$ cat src/clock_gen_regs.vh
/*
 * constants for the clock generator start-up control: timing figures,
 * stabilization-time codes, reset values and clock source codes.
 * assumes a single 200 MHz core clock and inclusion by bare name.
 */
`ifndef CLOCK_GEN_REGS_VH
`define CLOCK_GEN_REGS_VH

// ----------------------------------------------------------------------
// timing
// ----------------------------------------------------------------------
`define CLK_PERIOD_NS 5
`define POR_RISE_WINDOW_NS 1930000
`define POR_STAB_DELAY_NS 5390000

// ----------------------------------------------------------------------
// stabilization time select codes and reset values
// ----------------------------------------------------------------------
`define STAB_SEL_RESET 3'h5
`define STAB_STATUS_RESET 5'h00
`define STAB_CODE_2P11 3'h1
`define STAB_CODE_2P13 3'h2
`define STAB_CODE_2P14 3'h3
`define STAB_CODE_2P15 3'h4
`define STAB_CODE_2P16 3'h5
`define STAB_LIM_2P11 17'h00800
`define STAB_LIM_2P13 17'h02000
`define STAB_LIM_2P14 17'h04000
`define STAB_LIM_2P15 17'h08000
`define STAB_LIM_2P16 17'h10000

// ----------------------------------------------------------------------
// status bit positions
// ----------------------------------------------------------------------
`define STAB_BIT_2P11 4
`define STAB_BIT_2P13 3
`define STAB_BIT_2P14 2
`define STAB_BIT_2P15 1
`define STAB_BIT_2P16 0

// ----------------------------------------------------------------------
// processor clock sources and prescaler select limit
// ----------------------------------------------------------------------
`define CPU_SRC_INT_HS 2'h0
`define CPU_SRC_MAIN 2'h1
`define CPU_SRC_SUB 2'h2
`define PRESC_MAX_SEL 3'h4

`endif

$ cat src/stab_counter.v
/*
 * oscillation stabilization counter and its status bits.
 * assumes xtalTick is a one-cycle pulse per crystal cycle, synchronous to core_clk.
 */
module stab_counter (
    core_clk,
    rstn,
    clearReq,
    counting,
    xtalTick,
    selCode,
    stabStatus,
    stabDone
);
`include "clock_gen_regs.vh"
    input wire core_clk;
    input wire rstn;
    input wire clearReq;
    input wire counting;
    input wire xtalTick;
    input wire [2:0] selCode;
    output reg [4:0] stabStatus;
    output wire stabDone;

    reg [16:0] count_q;

    // ------------------------------------------------------------------
    // wait length for a select code; prohibited codes fall to the longest
    // ------------------------------------------------------------------
    function [16:0] limitOf;
        input [2:0] code;
        begin
            case (code)
                `STAB_CODE_2P11: limitOf = `STAB_LIM_2P11;
                `STAB_CODE_2P13: limitOf = `STAB_LIM_2P13;
                `STAB_CODE_2P14: limitOf = `STAB_LIM_2P14;
                `STAB_CODE_2P15: limitOf = `STAB_LIM_2P15;
                default: limitOf = `STAB_LIM_2P16;
            endcase
        end
    endfunction

    wire [16:0] limit = limitOf(selCode);
    assign stabDone = (count_q >= limit);

    // ------------------------------------------------------------------
    // counter and sticky status
    // ------------------------------------------------------------------
    always @(posedge core_clk or negedge rstn) begin
        if (!rstn) begin
            count_q <= 17'h00000;
            stabStatus <= `STAB_STATUS_RESET;
        end else if (clearReq) begin
            count_q <= 17'h00000;
            stabStatus <= `STAB_STATUS_RESET;
        end else begin
            if (counting && xtalTick && !stabDone) begin
                count_q <= count_q + 17'h00001;
            end
            // bits set in order and stay set; only up to the selected wait
            if (count_q >= `STAB_LIM_2P11 && limit >= `STAB_LIM_2P11) begin
                stabStatus[`STAB_BIT_2P11] <= 1'b1;
            end
            if (count_q >= `STAB_LIM_2P13 && limit >= `STAB_LIM_2P13) begin
                stabStatus[`STAB_BIT_2P13] <= 1'b1;
            end
            if (count_q >= `STAB_LIM_2P14 && limit >= `STAB_LIM_2P14) begin
                stabStatus[`STAB_BIT_2P14] <= 1'b1;
            end
            if (count_q >= `STAB_LIM_2P15 && limit >= `STAB_LIM_2P15) begin
                stabStatus[`STAB_BIT_2P15] <= 1'b1;
            end
            if (count_q >= `STAB_LIM_2P16 && limit >= `STAB_LIM_2P16) begin
                stabStatus[`STAB_BIT_2P16] <= 1'b1;
            end
        end
    end

endmodule

$ cat src/clock_gen_ctrl.v
/*
 * clock generator start-up and source control: power-on release sequence,
 * oscillator enables, processor clock source, prescaler, subsystem pin
 * port fallback and the stabilization-time select / status bits.
 * assumes all inputs synchronous to core_clk; crystal cycles arrive as
 * one-cycle tick pulses; the analogue oscillators obey the enables.
 */
`include "clock_gen_regs.vh"
// Overview of operation
// - subsystem pins become I/O when select is 0
// - direction bit 1 means input, 0 output
// - internal high-speed oscillator starts at reset release
// - software can start and stop internal high-speed
// - low-speed clock feeds watchdog, timer only
// - option decides if low-speed is stoppable
// - low-speed starts at release, watchdog runs
// - prescaler divides main clock while CPU uses it
// - provide main, sub, low-speed, CPU, peripheral clocks
// - CPU starts on internal high-speed, no wait
// - release reset once supply above low threshold
// - status check, or device wait on crystal
// - external clock input needs no stabilization wait
// - dual mode inserts delay before reset processing when high threshold is reached within the rise window
// - option selects single or dual threshold mode
// - non-CPU clocks stoppable; stop halts high-speed
// - select resets to 05H, codes 001..101
// - status cleared, then bits set in order
module clock_gen_ctrl #(
    parameter integer RISE_WINDOW_CYC = `POR_RISE_WINDOW_NS / `CLK_PERIOD_NS,
    parameter integer STAB_DELAY_CYC = (`POR_STAB_DELAY_NS + `CLK_PERIOD_NS - 1) / `CLK_PERIOD_NS,
    parameter integer CNT_W = 21
) (
    core_clk,
    rstn,
    supplyAboveLow,
    supplyAboveHigh,
    powerOnModeOption,
    lowSpeedStopAllowed,
    intHsStopReq,
    intLsStopReq,
    mainOscStopReq,
    mainExtClkSel,
    subOscStopReq,
    subExtClkSel,
    stopInsn,
    stopRelease,
    cpuSrcReq,
    prescSel,
    stabTimeWrite,
    stabTimeWdata,
    mainXtalTick,
    subOscSelect,
    subPin1Direction,
    subPin2Direction,
    subPin1OutVal,
    subPin2OutVal,
    subPin1In,
    subPin2In,
    coreRstn,
    cpuRun,
    intHsRun,
    intLsRun,
    wdtClkEn,
    timerH1ClkEn,
    mainOscEnable,
    subOscEnable,
    mainClkReady,
    cpuClkSrc,
    periphClkHs,
    cpuClkTick,
    prescTaps,
    stabTimeSel,
    stabStatus,
    subPin1Out,
    subPin1Oe_n,
    subPin2Out,
    subPin2Oe_n,
    subPin1Read,
    subPin2Read
);
    input wire core_clk;
    input wire rstn;
    input wire supplyAboveLow;
    input wire supplyAboveHigh;
    input wire powerOnModeOption;
    input wire lowSpeedStopAllowed;
    input wire intHsStopReq;
    input wire intLsStopReq;
    input wire mainOscStopReq;
    input wire mainExtClkSel;
    input wire subOscStopReq;
    input wire subExtClkSel;
    input wire stopInsn;
    input wire stopRelease;
    input wire [1:0] cpuSrcReq;
    input wire [2:0] prescSel;
    input wire stabTimeWrite;
    input wire [2:0] stabTimeWdata;
    input wire mainXtalTick;
    input wire subOscSelect;
    input wire subPin1Direction;
    input wire subPin2Direction;
    input wire subPin1OutVal;
    input wire subPin2OutVal;
    input wire subPin1In;
    input wire subPin2In;
    output reg coreRstn;
    output wire cpuRun;
    output reg intHsRun;
    output reg intLsRun;
    output wire wdtClkEn;
    output wire timerH1ClkEn;
    output reg mainOscEnable;
    output reg subOscEnable;
    output wire mainClkReady;
    output reg [1:0] cpuClkSrc;
    output reg periphClkHs;
    output reg cpuClkTick;
    output reg [3:0] prescTaps;
    output reg [2:0] stabTimeSel;
    output wire [4:0] stabStatus;
    output reg subPin1Out;
    output reg subPin1Oe_n;
    output reg subPin2Out;
    output reg subPin2Oe_n;
    output reg subPin1Read;
    output reg subPin2Read;

    // ------------------------------------------------------------------
    // power-on sequencer
    // ------------------------------------------------------------------
    localparam [1:0] ST_OFF = 2'h0;
    localparam [1:0] ST_RISE = 2'h1;
    localparam [1:0] ST_DELAY = 2'h2;
    localparam [1:0] ST_RUN = 2'h3;
    localparam [CNT_W-1:0] RISE_LIM = RISE_WINDOW_CYC[CNT_W-1:0];
    localparam [CNT_W-1:0] DELAY_LIM = STAB_DELAY_CYC[CNT_W-1:0];
    localparam [CNT_W-1:0] CNT_ONE = {{(CNT_W-1){1'b0}}, 1'b1};

    reg [1:0] porState_q;
    reg [1:0] porState_d;
    reg [CNT_W-1:0] porCnt_q;
    reg [CNT_W-1:0] porCnt_d;
    reg lsStoppable_q;

    always @* begin
        porState_d = porState_q;
        porCnt_d = porCnt_q;
        case (porState_q)
            ST_OFF: begin
                porCnt_d = {CNT_W{1'b0}};
                if (supplyAboveLow) begin
                    // single threshold: release straight away
                    porState_d = powerOnModeOption ? ST_RISE : ST_RUN;
                end
            end
            ST_RISE: begin
                porCnt_d = porCnt_q + CNT_ONE;
                if (supplyAboveHigh) begin
                    porState_d = (porCnt_q < RISE_LIM) ? ST_DELAY : ST_RUN;
                end
            end
            ST_DELAY: begin
                // delay measured from the low-threshold crossing, so at most the full figure
                porCnt_d = porCnt_q + CNT_ONE;
                if (porCnt_q >= DELAY_LIM - CNT_ONE) begin
                    porState_d = ST_RUN;
                end
            end
            ST_RUN: begin
                porCnt_d = porCnt_q;
            end
            default: begin
                porState_d = ST_OFF;
            end
        endcase
        if (!supplyAboveLow) begin
            porState_d = ST_OFF;
        end
    end

    // option levels are sampled by the clock while held in reset, never by rstn itself
    always @(posedge core_clk or negedge rstn) begin
        if (!rstn) begin
            porState_q <= ST_OFF;
            porCnt_q <= {CNT_W{1'b0}};
            lsStoppable_q <= 1'b0;
            coreRstn <= 1'b0;
        end else begin
            porState_q <= porState_d;
            porCnt_q <= porCnt_d;
            if (porState_q == ST_OFF) begin
                lsStoppable_q <= lowSpeedStopAllowed;
            end
            coreRstn <= (porState_d == ST_RUN);
        end
    end

    // ------------------------------------------------------------------
    // stop mode and processor clock source
    // ------------------------------------------------------------------
    reg stopMode_q;
    reg cpuHold_q;
    wire stabDone;
    wire mainCrystal = !mainExtClkSel;

    always @(posedge core_clk or negedge rstn) begin
        if (!rstn) begin
            stopMode_q <= 1'b0;
            cpuHold_q <= 1'b0;
            cpuClkSrc <= `CPU_SRC_INT_HS;
            periphClkHs <= 1'b0;
        end else if (!coreRstn) begin
            stopMode_q <= 1'b0;
            cpuHold_q <= 1'b0;
            cpuClkSrc <= `CPU_SRC_INT_HS;
            periphClkHs <= 1'b0;
        end else begin
            if (stopInsn) begin
                stopMode_q <= 1'b1;
            end else if (stopRelease && stopMode_q) begin
                stopMode_q <= 1'b0;
                // on the crystal the device itself holds the CPU for the selected wait
                cpuHold_q <= (cpuClkSrc == `CPU_SRC_MAIN) && mainCrystal;
            end else if (cpuHold_q && stabDone) begin
                cpuHold_q <= 1'b0;
            end
            // low-speed code 3 is never accepted as the processor clock
            if (cpuSrcReq != 2'h3 && !stopMode_q) begin
                cpuClkSrc <= cpuSrcReq;
            end
            periphClkHs <= (cpuClkSrc == `CPU_SRC_MAIN) && mainOscEnable;
        end
    end

    assign cpuRun = coreRstn && !stopMode_q && !cpuHold_q;

    // ------------------------------------------------------------------
    // oscillator enables
    // ------------------------------------------------------------------
    always @(posedge core_clk or negedge rstn) begin
        if (!rstn) begin
            intHsRun <= 1'b0;
            intLsRun <= 1'b0;
            mainOscEnable <= 1'b0;
            subOscEnable <= 1'b0;
        end else if (!coreRstn) begin
            intHsRun <= 1'b0;
            intLsRun <= 1'b0;
            mainOscEnable <= 1'b0;
            subOscEnable <= 1'b0;
        end else begin
            // a clock feeding the CPU ignores its stop request
            intHsRun <= !stopMode_q && !stopInsn &&
                        (!intHsStopReq || cpuClkSrc == `CPU_SRC_INT_HS);
            intLsRun <= lsStoppable_q ? !intLsStopReq : 1'b1;
            mainOscEnable <= !stopMode_q && !stopInsn &&
                             (!mainOscStopReq || cpuClkSrc == `CPU_SRC_MAIN);
            subOscEnable <= subOscSelect &&
                            (!subOscStopReq || cpuClkSrc == `CPU_SRC_SUB);
        end
    end

    assign wdtClkEn = intLsRun;
    assign timerH1ClkEn = intLsRun;

    // ------------------------------------------------------------------
    // stabilization time select and counter
    // ------------------------------------------------------------------
    always @(posedge core_clk or negedge rstn) begin
        if (!rstn) begin
            stabTimeSel <= `STAB_SEL_RESET;
        end else if (!coreRstn) begin
            stabTimeSel <= `STAB_SEL_RESET;
        end else if (stabTimeWrite) begin
            stabTimeSel <= stabTimeWdata;
        end
    end

    wire stabClear = !coreRstn || stopInsn || !mainOscEnable;

    stab_counter u_stab (
        .core_clk(core_clk),
        .rstn(rstn),
        .clearReq(stabClear),
        .counting(mainCrystal),
        .xtalTick(mainXtalTick),
        .selCode(stabTimeSel),
        .stabStatus(stabStatus),
        .stabDone(stabDone)
    );

    // external clock input is usable as soon as it is enabled
    assign mainClkReady = mainOscEnable && (mainExtClkSel || stabDone);

    // ------------------------------------------------------------------
    // prescaler
    // ------------------------------------------------------------------
    reg [4:0] presc_q;
    wire prescOn = coreRstn && !stopMode_q &&
                   (cpuClkSrc == `CPU_SRC_INT_HS || cpuClkSrc == `CPU_SRC_MAIN);

    // one-cycle tick at main clock / 2^sel; prohibited codes fall to the slowest
    function tapOf;
        input [4:0] cnt;
        input [2:0] sel;
        begin
            case (sel)
                3'h0: tapOf = 1'b1;
                3'h1: tapOf = (cnt[0] == 1'b1);
                3'h2: tapOf = (cnt[1:0] == 2'h3);
                3'h3: tapOf = (cnt[2:0] == 3'h7);
                default: tapOf = (cnt[3:0] == 4'hf);
            endcase
        end
    endfunction

    always @(posedge core_clk or negedge rstn) begin
        if (!rstn) begin
            presc_q <= 5'h00;
            prescTaps <= 4'h0;
            cpuClkTick <= 1'b0;
        end else if (!prescOn) begin
            presc_q <= 5'h00;
            prescTaps <= 4'h0;
            cpuClkTick <= 1'b0;
        end else begin
            presc_q <= presc_q + 5'h01;
            prescTaps <= {tapOf(presc_q, 3'h4), tapOf(presc_q, 3'h3),
                          tapOf(presc_q, 3'h2), tapOf(presc_q, 3'h1)};
            cpuClkTick <= tapOf(presc_q, prescSel);
        end
    end

    // ------------------------------------------------------------------
    // subsystem pins: port mode unless the oscillator is selected
    // ------------------------------------------------------------------
    always @(posedge core_clk or negedge rstn) begin
        if (!rstn) begin
            subPin1Out <= 1'b0;
            subPin1Oe_n <= 1'b1;
            subPin2Out <= 1'b0;
            subPin2Oe_n <= 1'b1;
            subPin1Read <= 1'b0;
            subPin2Read <= 1'b0;
        end else begin
            subPin1Out <= subOscSelect ? 1'b0 : subPin1OutVal;
            subPin2Out <= subOscSelect ? 1'b0 : subPin2OutVal;
            subPin1Oe_n <= subOscSelect || subPin1Direction;
            subPin2Oe_n <= subOscSelect || subPin2Direction;
            subPin1Read <= subOscSelect ? 1'b0 : subPin1In;
            subPin2Read <= subOscSelect ? 1'b0 : subPin2In;
        end
    end

endmodule

$ cat config.mk
export PLATFORM = sky130hd
export DESIGN_NAME = clock_gen_ctrl
export DESIGN_NICKNAME = d
export VERILOG_FILES = /design/src/stab_counter.v /design/src/clock_gen_ctrl.v
export VERILOG_INCLUDE_DIRS = /design/src
export SDC_FILE = /design/constraint.sdc
export NUM_CORES = 1
export LEC_CHECK = 0
export BUFFER_PORTS_ARGS = -buffer_cell sky130_fd_sc_hd__buf_4
export CORE_ASPECT_RATIO = 0.75
export CORE_MARGIN = 2
export CORE_UTILIZATION = 45
export CTS_BUF_LIST = sky130_fd_sc_hd__clkbuf_16
export DETAILED_ROUTE_END_ITERATION = 7
export PLACE_DENSITY = 0.66
export SYNTH_ARGS = -nofsm -noshare
export SYNTH_HDL_FRONTEND = slang
export SYNTH_HIERARCHICAL = 1
export SYNTH_SLANG_ARGS = --single-unit
$ cat constraint.sdc
create_clock -name core_clk -period 5.74 [get_ports core_clk]
set_clock_uncertainty 0.2 [all_clocks]
set_input_delay 0.287 -clock core_clk [delete_from_list [all_inputs] [get_ports core_clk]]
set_output_delay 0.287 -clock core_clk [all_outputs]
set_load 0.02 [all_outputs]
# After elaboration in Yosys (flattened, before gate mapping)

Cells that the tools add are included.

Add/subtract/negate cells: 3
Multipliers: 0
Divide/modulo/power cells: 0
$lt $le $gt $ge: 13
Equality and inequality tests: 22
Shifts and indexed selects: 0
Multiplexer cells: 41
Bitwise logic cells: 0
Reductions and logical operators: 51

Operator list:

| kind                    | count |
|---|---|
| $pmux W17 S4            | 1 |
| $pmux W21 S2            | 1 |
| $ge A17 B12 Y1 const B  | 2 |
| $ge A17 B14 Y1 const B  | 2 |
| $ge A17 B15 Y1 const B  | 2 |
| $ge A17 B16 Y1 const B  | 2 |
| $ge A17 B17 Y1 const B  | 2 |
| $mux W17                | 2 |
| $mux W1                 | 24 |
| $add A21 B1 Y21 const B | 1 |
| $ge A21 B21 Y1 const B  | 1 |
| $lt A21 B19 Y1 const B  | 1 |
| $logic_and A1 B1 Y1     | 20 |
| $add A17 B1 Y17 const B | 1 |
| $ge A17 B17 Y1          | 1 |
| $eq A3 B2 Y1 const B    | 4 |
| $mux W2                 | 6 |
| $reduce_bool A2 Y1      | 6 |
| $logic_not A1 Y1        | 11 |
| $eq A2 B2 Y1 const B    | 5 |
| $mux W5                 | 2 |
| $logic_or A1 B1 Y1      | 9 |
| $eq A3 B1 Y1 const B    | 2 |
| $eq A3 B3 Y1 const B    | 2 |
| 15 further kinds        | 20 |

Register bits after elaboration: 75
Bits in latches: 0
Memory bits (writable): 0
ROM bits: 0
Output and inout port bits: 31
Logic and storage cells: 158
Memories: 0

# Logic depth before layout (Yosys ltp)

Gate-level depths: netlist of run 1.

Depth after elaboration: 8
Depth in mapped cells: 10
Gate-level depth less buffers: 10

# By module

The synthesis of run 1 kept the hierarchy.

By module, submodules not included:

| module         | instances | cells an instance | area an instance (um2) | seq. area each (um2) |
|---|---|---|---|---|
| clock_gen_ctrl | 1         | 246               | 2,507.4                | 1,306.3 |
| stab_counter   | 1         | 145               | 1,315.0                | 550.5 |

# Worst setup path before layout of run 1

OpenSTA, ideal clock, no wires.

Kind: register to register
Start: register stabTimeSel[0]
End: register u_stab.count_q[10]
Setup time: 0.078 ns
Data arrival time: 2.647 ns
Data required time: 5.462 ns
Setup slack: 2.815 ns
Stages on the path, launching flop included: 9
Buffers on the path: 0
Path through: dfstp_2 or3b_2 inv_1 ha_1 nor4b_1 a311oi_2 o2111ai_2 or4_1 a21oi_1

Cells in the longest elaborated chain, start to end: 6

RTL lines:

| what                                    | line                 | source |
|---|---|---|
| start: declaration                      | clock_gen_ctrl.v:120 | `output reg [2:0] stabTimeSel;` |
| start signal: assignment                | clock_gen_ctrl.v:272 | `` stabTimeSel <= `STAB_SEL_RESET; `` |
| start signal: assignment                | clock_gen_ctrl.v:274 | `` stabTimeSel <= `STAB_SEL_RESET; `` |
| start signal: assignment                | clock_gen_ctrl.v:276 | `stabTimeSel <= stabTimeWdata;` |
| $eq A3 B3 Y1 (tied with other cells)    | stab_counter.v:33    | `case (code)` |
| $pmux W17 S4 (*)                        | stab_counter.v:33    |  |
| $ge A17 B17 Y1 (*)                      | stab_counter.v:44    | `assign stabDone = (count_q >= limit);` |
| $logic_not A1 Y1 (*)                    | stab_counter.v:57    | `if (counting && xtalTick && !stabDone) begin` |
| $logic_and A1 B1 Y1 (*)                 | stab_counter.v:57    |  |
| $reduce_bool A2 Y1 (no source line) (*) | --                   |  |
| end signal: assignment                  | stab_counter.v:58    | `count_q <= count_q + 17'h00001;` |
| end: declaration                        | stab_counter.v:25    | `reg [16:0] count_q;` |

Every way passes the cells marked *; elsewhere a longest branch is shown, timed or not.
A chain may end at the register's enable or synchronous reset.

# Worst setup path in the final report of run 1

Start: register stabTimeSel[0]
End: output mainClkReady

Cells in the longest elaborated chain, start to end: 5

RTL lines:

| what                                 | line                 | source |
|---|---|---|
| $eq A3 B3 Y1 (tied with other cells) | stab_counter.v:33    |  |
| $pmux W17 S4 (*)                     | stab_counter.v:33    |  |
| $ge A17 B17 Y1 (*)                   | stab_counter.v:44    |  |
| via stabDone                         | clock_gen_ctrl.v:204 | `wire stabDone;` |
| $logic_or A1 B1 Y1 (*)               | clock_gen_ctrl.v:294 | `assign mainClkReady = mainOscEnable && (mainExtClkSel \|\| stabDone);` |
| $logic_and A1 B1 Y1 (*)              | clock_gen_ctrl.v:294 |  |
| end: declaration                     | clock_gen_ctrl.v:115 | `output wire mainClkReady;` |

Mark *: on every way through the listed nets, which the timed path passes. The rest lies on a longest branch.

==> results of run 1 <==
-- worst max path at each step --
| stage | start | to | slack, ns |
|---|---|---|---|
| final | stabTimeSel[0] | mainClkReady | 2.38 |
| after global routing | stabTimeSel[0] | mainClkReady | 2.19 |
| after floorplan | stabTimeSel[0] | u_stab/count_q[10] | 2.81 |
| after detailed placement | stabTimeSel[0] | u_stab/count_q[10] | 2.59 |
| after global placement | stabTimeSel[0] | u_stab/count_q[5] | 2.66 |
| after CTS | stabTimeSel[0] | mainClkReady | 2.38 |
-- area by class of cell --
type                       count  area [sq um]
inverter                      18          67.6
clock buffer                   9           225
sequential                    74          1860
multi-input combinational    288          1840
timing repair buffer          79           641
clock inverter                 7           146
fill                         716          3430
tap                          108           135
-- registers in the layout, indices dropped and copies added, names as in the netlist, 2 cells and up --
| signal | flops |
|---|---|
| porCnt_q | 21 |
| u_stab/count_q | 17 |
| u_stab/stabStatus | 5 |
| prescTaps | 4 |
| presc_q | 4 |
| stabTimeSel | 3 |
| cpuClkSrc | 2 |
| porState_q | 2 |
-- report_power, final --
| group | switching [mW] | internal, mW |
|---|---|---|
| combinational | 0.159 | 0.104 |
| sequential | 0.0417 | 0.553 |
| clock | 0.226 | 0.473 |
| total | 0.427 | 1.13 |
-- logic make-up (layout without fill, tap and decap cells) --
logic type | Yosys count | after routing
AND/OR/NAND/NOR | 165 | 165
AO/OA/AOI/OAI | 82 | 82
flip-flops | 74 | 74
buffers and inverters | 29 | 113
XOR/XNOR | 19 | 19
adder cells (fa/ha/maj) | 16 | 16
multiplexers | 6 | 6
-- repair_timing --
action | CTS | global route
hold buffers | 19 | 0
buffers inserted | 0 | 0
hold endpoints to repair | 83 | 0
gates resized for setup | 0 | 0
-- per-layer routing --
| metal | global-route usage [%] | wire length, microns | share of wire [%] | vias to the layer above |
|---|---|---|---|---|
| li1 | - | - | - | 1565 |
| met1 | 26.7 | 4020 | 48 | 1511 |
| met2 | 29.8 | 3780 | 45 | 82 |
| met3 | 5.95 | 436 | 5.2 | 7 |
| met4 | 6.36 | 80 | 0.96 | 0 |
| met5 | 0 | 0 | 0 | - |
-- through the flow --
| step | std cells | area, sq um | hold slack (ns) |
|---|---|---|---|
| 6_report | 583 | 4920 | 0.0200 |
| 5_1_grt | 583 | 4920 | 0.0359 |
| 4_1_cts | 583 | 4920 | 0.0157 |
| 3_5_place_dp | 548 | 4350 | 0.252 |
| 3_3_place_gp | 548 | 4350 | 0.243 |
| 2_1_floorplan | 391 | 3820 | -0.209 |
-- worst max-delay path: cells and delay by family (launching register included) --
kind,cells,cell delay (ns)
adders and majority gates,1,0.22
and+or+nand+nor,2,0.65
buffers and inverters,2,0.24
AOI/OAI and AO/OA,3,0.85
DFF,1,0.57
-- cells in the mapped netlist (all sizes together) (5+ instances only) --
cell type   n
and2        7
nor3        7
nor2       41
o21ai      21
nand3      21
or2         5
dfrtp      70
mux2i       5
clkbuf      5
buf         6
a21oi      28
or4         8
xor2       14
o31ai       9
nand2      25
nor4        6
xnor2       5
inv        18
and3        5
nand4       9
nor2b       6
or3        10
ha         16
==> impl_metrics.yaml, run 1 <==
outcome:
  status: "completed"
global_route:
  grt_max_degree: 75
  grt_pass1_vias: 3108
  track_usage_pct: 19.5
  grt_antenna_before_repair: 0
  overflow: 0
  grt_pass1_wl_microns: 14800
layout:
  final_cell_mix: "dfrtp_1, buf_4, nor2_1"
  drive_above_1_share_pct: 20.2
  antenna_cells: 0
  nNetsFinal: 517
  layout_commonest_cell: "dfrtp_1"
  postLayoutCoreUtil_pct: 58.9
  syn_to_final_growth_pct: 28.6
drt:
  detail_route.wl_per_cell_microns: 14.3
  first_pass_iters: 4
  viasPerCell: 5.43
  ant_nets: 0
  num_vias: 3165
  drt-initial-drc-count: 182
  drc: 0
  wirelength_microns: 8320
placement:
  port_buffers: 60
  dpl.hpwl_microns: 5680
  place.gp.congestion: 0.783
  pre_cts_slack_ns: 2.59
critical_path:
  critPathLaunchType: "register"
  crit_slowest_cell: "dfstp_2"
  critPathMaxFanout: 6
  regToRegSetupSlack_ns: 2.54
  path_cells: "or3b_2 > inv_1 > ha_1 > nor4b_1 > a311oi_2 > o21ai_0 > o21a_1 > buf_4"
  cp_data_arrival_time_ns: 2.87
  end_kind: "output pin"
  crit_path_max_incr_delay_ns: 0.57
  rr_startpoint: "stabTimeSel[0]"
  r2r_end: "u_stab/count_q[10]"
  cp.required_ns: 5.25
  worstRegToRegCells: 8
  path_class: "register to output pin"
synthesis:
  synthAdderAreaFrac_pct: 5.24
  synth-simple-area-share_pct: 23.5
  synth_top_family_by_area: "simple AND/OR/NAND/NOR gates"
  syn_nets: 438
  synth_cell_types: 52
  synth-edff-count: 0
  async_reset_ff_share_pct: 100
  synth-warning-count: 6
  synth_area_leaders: "dfrtp_1, ha_1, nor2_1"
  synth_compound_area_share_pct: 13.6
  ys.flop_type: "dfrtp_1"
  synth_top_area_share_pct: 45.8
  synthMuxAreaShare_pct: 1.60
  synth_top_area_cell: "dfrtp_1"
  synth_seq_area_share_pct: 48.6
  avgSynthCellArea_sq_um: 9.78
  ys_ff_latch: 74
  synth-xor-area-share_pct: 4.35
  syn_area_sq_um: 3820
  synthCells: 391
sta:
  finalCritPeriodShare_pct: 58.5
  maxSlewHeadroom_pct: 30.7
  period_needed_ns: 3.36
  fin_tns_setup_ns: 0
  setup_slack_ns: 2.38
  rsz0062_at_grt: "no"
  fmax_mhz: 298
  report.final.slew_viol_count: 0
  tightest_slew_ns: 1.04
  setup_viol_count_final: 0
  hold_viol_final: 0
floorplan:
  die_h_microns: 83.8
  fp.dieW_microns: 110
  std_cell_rows: 29
  start_util_pct: 45.8
  io_pins: 62
  core_sq_um: 8350
  die-area_sq_um: 9250
clocking:
  cts_tree: "done"
  clock-sinks: 74
  cts_root_buffer: "clkbuf_16"
  cts.path.max_buffers: 2
  path_clk_slew_ns: 0.06
  cts_made_buffers: 9
  clock_latency_ns: 0.34
  htreeDepth: 3
power_and_ir_drop:
  power_density_nw_per_um2: 317
  ir_worst_vdd_mv: 0.227
  power.total_mw: 1.56
  p_leak_nw: 2.19
min_path:
  hp-start: "stabTimeWdata[1]"
  hp-class: "input pin to register"
  min_path_cells: 3
  hold_end: "stabTimeSel[1]"
flow_run:
  cap_violations: 0
No activity file was read; power rests on OpenSTA's default activity.
==> run 2, diff against run 1 <==
--- a/config.mk
+++ b/config.mk
@@ -6,13 +6,14 @@
 export SDC_FILE = /design/constraint.sdc
 export NUM_CORES = 1
 export LEC_CHECK = 0
+export ABC_AREA = 1
 export BUFFER_PORTS_ARGS = -buffer_cell sky130_fd_sc_hd__buf_4
 export CORE_ASPECT_RATIO = 0.75
 export CORE_MARGIN = 2
 export CORE_UTILIZATION = 45
 export CTS_BUF_LIST = sky130_fd_sc_hd__clkbuf_16
 export DETAILED_ROUTE_END_ITERATION = 7
-export PLACE_DENSITY = 0.66
+export PLACE_DENSITY = 0.67
 export SYNTH_ARGS = -nofsm -noshare
 export SYNTH_HDL_FRONTEND = slang
 export SYNTH_HIERARCHICAL = 1
==> constraint.sdc (replaced) <==
create_clock -name core_clk -period 2.7 [get_ports core_clk]
set_clock_uncertainty 0.2 [all_clocks]
set_input_delay 0.135 -clock core_clk [delete_from_list [all_inputs] [get_ports core_clk]]
set_output_delay 0.135 -clock core_clk [all_outputs]
set_load 0.02 [all_outputs]
==> impl_metrics.yaml, run 2 <==
min_path:
  min_path_cells: 5
  hp-class: "input pin to register"
outcome:
  status: "completed"
floorplan:
  fp.dieW_microns: 119
  start_util_pct: 46.4
  core_sq_um: 9660
  io_pins: 62
  std_cell_rows: 31
  die_h_microns: 90.5
  die-area_sq_um: 10800
power_and_ir_drop:
  p_leak_nw: 2.87
  ir_worst_vdd_mv: 0.394
  power_density_nw_per_um2: 602
clocking:
  cts_root_buffer: "clkbuf_16"
  htreeDepth: 3
  clock_latency_ns: 0.34
  clock-sinks: 74
  cts.path.max_buffers: 2
  cts_tree: "done"
  path_clk_slew_ns: 0.06
  cts_made_buffers: 9
flow_run:
  cap_violations: 0
global_route:
  grt_antenna_before_repair: 0
  grt_pass1_vias: 4140
  grt_max_degree: 75
  track_usage_pct: 22.7
  grt_pass1_wl_microns: 19700
  overflow: 0
critical_path:
  path_class: "register to output pin"
  end_kind: "output pin"
  critPathLaunchType: "register"
  critPathMaxFanout: 3
  cp_data_arrival_time_ns: 2.31
  worstRegToRegCells: 16
  regToRegSetupSlack_ns: 0.19
  cp.required_ns: 2.37
synthesis:
  synth_cell_types: 39
  synth_most_common_cell: "nand2_1"
  synth-edff-count: 0
  synth-warning-count: 6
  syn_area_sq_um: 4490
  syn_nets: 660
  synth_common_cells: "nand2_1, nor2_1, inv_1, dfrtp_1, nand3_1"
  ys_ff_latch: 74
  synthCells: 613
  ys.flop_type: "dfrtp_1"
  synth_top_area_share_pct: 39.1
  avgSynthCellArea_sq_um: 7.32
  synth_seq_area_share_pct: 41.4
  synth_top_area_cell: "dfrtp_1"
  async_reset_ff_share_pct: 100
  synth_area_leaders: "dfrtp_1, nand2_1, nor2_1"
placement:
  dp_cells: 794
  place.gp.congestion: 0.883
  port_buffers: 60
  dpl.hpwl_microns: 7600
sta:
  report.final.slew_viol_count: 0
  fin_tns_setup_ns: 0
  setup_viol_count_final: 0
  rsz0062_at_grt: "yes"
  maxSlewHeadroom_pct: 37.9
  tightest_slew_ns: 0.931
  finalHoldWorstSlack_ns: 0.111
  hold_viol_final: 0
  fmax_mhz: 378
  finalCritPeriodShare_pct: 98.0
  period_needed_ns: 2.65
layout:
  antenna_cells: 0
  largest_register_ffs: 21
  syn_to_final_growth_pct: 31.9
  drive_above_1_share_pct: 20.2
  layout_commonest_cell: "nand2_1"
  layoutNonFillerInstCount: 861
  nNetsFinal: 771
  final_cell_mix: "nand2_1, nor2_1, inv_1"
  reg_top3: "porCnt_q x21, u_stab/count_q x17, u_stab/stabStatus x5"
  regMostFlops: "porCnt_q"
drt:
  drt-initial-drc-count: 278
  drc: 0
  wirelength_microns: 11800
  first_pass_iters: 5
  ant_nets: 0
  detail_route.wl_per_cell_microns: 13.8
  num_vias: 4390
  viasPerCell: 5.10
==> run 2: cell type report <==
type,instances,area (sq um)
clock buffers,9,225
clock inverters,7,61.3
fillers,801,3740
inverters,88,333
multi-input cells,436,2310
flip-flops and latches,74,1860
well taps,132,165
repair buffers,115,962
==> run 2: cells by family (layout without fill, tap and decap cells) <==
logic type / count (synthesis) / count (layout) / share of synthesized area (%)
XOR/XNOR: 7 / 7 / 1.37
AO/OA/AOI/OAI: 67 / 67 / 8.42
AND/OR/NAND/NOR: 346 / 346 / 34.7
flip-flops: 74 / 74 / 41.4
adder cells (fa/ha/maj): 16 / 16 / 4.46
buffers and inverters: 103 / 219 / 9.65
==> run 2: routing by layer <==
layer | part of all wire, % | vias up | GRT usage [%]
li1 | - | 2174 | -
met1 | 46 | 2033 | 31.6
met2 | 45 | 160 | 34.6
met3 | 7.8 | 23 | 6.63
met4 | 1.4 | 0 | 6.35
met5 | 0 | - | 0
==> run 2: worst paths after layout <==
kind,start,endpoint
max,stabTimeSel[2],mainClkReady
min reg2reg,lsStoppable_q,intLsRun
max in group asynchronous,rstn,stabTimeSel[1]
min in group asynchronous,rstn,porCnt_q[16]
min,cpuSrcReq[1],cpuClkSrc[0]
max reg2reg,stabTimeSel[2],u_stab/count_q[8]
==> run 2: report_power, final <==
part | internal [mW] | total, mW | switching [mW]
clock | 0.706 | 1.18 | 0.476
combinational | 0.436 | 1.12 | 0.679
sequential | 1.19 | 1.26 | 0.0716
total | 2.33 | 3.56 | 1.23
==> run 2: worst max-delay path, stage by stage (launching register included) <==
cell and delay (ns):
dfstp_2 0.57, inv_4 0.06, nand3_4 0.08, nand2_4 0.05, nor2_4 0.11, inv_2 0.06, ha_4 0.27, nand2_2 0.05
inv_2 0.08, nand2_4 0.07, nor2_2 0.10, nand2_1 0.07, nand2_1 0.08, inv_2 0.05, a21oi_2 0.11, buf_4 0.15
==> run 2: timing repair <==
action                                  CTS  global route
resized for setup                         5            26
pin swaps                                 2            10
endpoints found under the setup margin    1            19
hold endpoints to repair                 92             0
buffers inserted                          6             7
cloned                                    0             0
hold buffers                             38             0
==> run 2: per-stage QoR <==
step	utilization, %	setup WS, ns	area (sq um)	total power, mW
floorplan	-	0.258	4490	1.84
global placement	52.1	0.189	5030	2.12
detailed placement	52.1	0.0911	5030	2.15
CTS	59.7	0.0157	5770	3.45
global route	61.2	-0.0642	5910	3.77
finish	61.2	0.0527	5910	3.56
==> run 3, diff against run 2 <==
--- a/config.mk
+++ b/config.mk
@@ -13,7 +13,6 @@
 export CORE_UTILIZATION = 45
 export CTS_BUF_LIST = sky130_fd_sc_hd__clkbuf_16
 export DETAILED_ROUTE_END_ITERATION = 7
-export PLACE_DENSITY = 0.67
 export SYNTH_ARGS = -nofsm -noshare
 export SYNTH_HDL_FRONTEND = slang
 export SYNTH_HIERARCHICAL = 1
==> constraint.sdc (replaced) <==
create_clock -name core_clk -period 3.4 [get_ports core_clk]
set_clock_uncertainty 0.2 [all_clocks]
set_input_delay 0.17 -clock core_clk [delete_from_list [all_inputs] [get_ports core_clk]]
set_output_delay 0.17 -clock core_clk [all_outputs]
set_load 0.02 [all_outputs]
==> impl_metrics.yaml, run 3 (synthesized netlist as in run 2, its figures left out) <==
sta:
  setup_slack_ns: 0.256
  hold_viol_final: 0
  finalCritPeriodShare_pct: 92.5
  rsz0062_at_grt: "no"
  report.final.slew_viol_count: 0
  maxSlewHeadroom_pct: 36.8
  fmax_mhz: 318
  fin_tns_setup_ns: 0
  setup_viol_count_final: 0
  period_needed_ns: 3.14
  tightest_slew_ns: 0.948
layout:
  final_cell_mix: "nand2_1, nor2_1, inv_1"
  regArea_sq_um: 1860
  fillers: 856
  antenna_cells: 0
  nNetsFinal: 756
  reg_top3: "porCnt_q x21, u_stab/count_q x17, u_stab/stabStatus x5"
  syn_to_final_growth_pct: 26.2
  multi_input_comb_area_sq_um: 2200
  regMostFlops: "porCnt_q"
  layout_commonest_cell: "nand2_1"
  drive_above_1_share_pct: 16.5
  largest_register_ffs: 21
clocking:
  cts_tree: "done"
  htreeDepth: 3
  post_cts_resized: 0
  path_clk_slew_ns: 0.06
  clock_latency_ns: 0.33
  cts.path.max_buffers: 2
  cts_root_buffer: "clkbuf_16"
  cts_made_buffers: 9
  cts_setup_buffers: 0
  clock-sinks: 74
  cts_hold_buf: 35
drt:
  viasPerCell: 4.94
  drt-initial-drc-count: 253
  drc: 0
  first_pass_iters: 4
  detail_route.wl_per_cell_microns: 13.0
  ant_nets: 0
  wirelength_microns: 11000
  num_vias: 4182
placement:
  pre_cts_slack_ns: 0.779
  port_buffers: 60
  dpl.hpwl_microns: 7810
  place.gp.congestion: 0.876
critical_path:
  endpoint: "cpuHold_q"
  rr_startpoint: "stabTimeSel[0]"
  regToRegSetupSlack_ns: 0.26
  worstRegToRegCells: 18
  end_kind: "register"
  critPathMaxFanout: 5
  cp_data_arrival_time_ns: 3.16
  path_class: "register to register"
  critPathLaunchType: "register"
  crit_start: "stabTimeSel[0]"
  cp.required_ns: 3.42
  r2r_end: "cpuHold_q"
floorplan:
  io_pins: 62
  die_h_microns: 90.5
  start_util_pct: 46.4
  core_sq_um: 9660
  std_cell_rows: 31
  fp.dieW_microns: 119
  die-area_sq_um: 10800
power_and_ir_drop:
  comb_power_share_pct: 27.8
  power_density_nw_per_um2: 461
  swShare_pct: 34.5
  power_switching_mw: 0.900
  p_int_mw: 1.71
  p_leak_nw: 2.80
  power.total_mw: 2.61
  ir_worst_vdd_mv: 0.307
  clock_power_share_pct: 33.5
  power_frac_seq_pct: 38.7
global_route:
  grt_antenna_before_repair: 0
  track_usage_pct: 21.8
  grt_pass1_wl_microns: 19000
  grt_pass1_vias: 4092
  grt_max_degree: 75
  overflow: 0
min_path:
  hp-class: "input pin to register"
flow_run:
  cap_violations: 0
outcome:
  status: "completed"
==> run 3: per-stage QoR <==
step	hold WS, ns	instances	util (%)	instance area, sq um
finish	0.0133	846	58.6	5660
global route	0.0565	846	58.6	5660
CTS	0.00679	846	58.6	5660
detailed placement	0.149	795	52.1	5040
global placement	0.141	795	52.1	5040
floorplan	-0.326	613	-	4490
==> run 3: power by group through the flow <==
stage	Sequential (mW)	Clock, mW	Combinational (mW)
CTS	1.01	0.898	0.729
global route	1.02	0.944	0.822
detailed placement	1.02	0	0.675
floorplan	1.03	0	0.431
finish	1.01	0.874	0.725
global placement	1.02	0	0.668
==> run 3: metal layers <==
layer,GRT usage [%],wire (microns),vias up
met5,0,0,-
met4,6.45,125,0
met3,6.00,711,11
met2,32.5,4640,99
met1,31.0,5500,1932
li1,-,-,2140
==> run 3: layout make-up <==
class,count,area share (%)
clock buffers,9,3.98
multi-input cells,436,38.8
clock inverters,7,0.840
inverters,88,5.84
repair buffers,100,14.8
flip-flops and latches,74,32.8
well taps,132,2.92
==> run 3: worst min-delay path by stage <==
stage	startpoint	end	slack [ns]	cells past startpoint
after CTS	supplyAboveLow	porState_q[0]	0.007	5
final	supplyAboveLow	porState_q[0]	0.01	5
after global routing	supplyAboveLow	porState_q[0]	0.06	5
after global placement	subOscStopReq	subOscEnable	0.14	2
after detailed placement	subOscStopReq	subOscEnable	0.15	2
after floorplan	rstn	coreRstn	-0.33	0
==> run 3: worst max-delay path: stages, from the launching register on <==
cell and delay, ns:
dfstp_2 0.57, inv_1 0.07, nand3_1 0.12, nand2_1 0.06
nor2_1 0.14, inv_1 0.08, ha_1 0.29, nand2_1 0.05
inv_1 0.06, nand2_1 0.06, nor2_1 0.10, nand2_1 0.10
nand2_1 0.09, inv_1 0.05, o211ai_1 0.15, nand2_1 0.09
a21oi_1 0.13, a21oi_1 0.05, dlygate4sd3_1 0.55
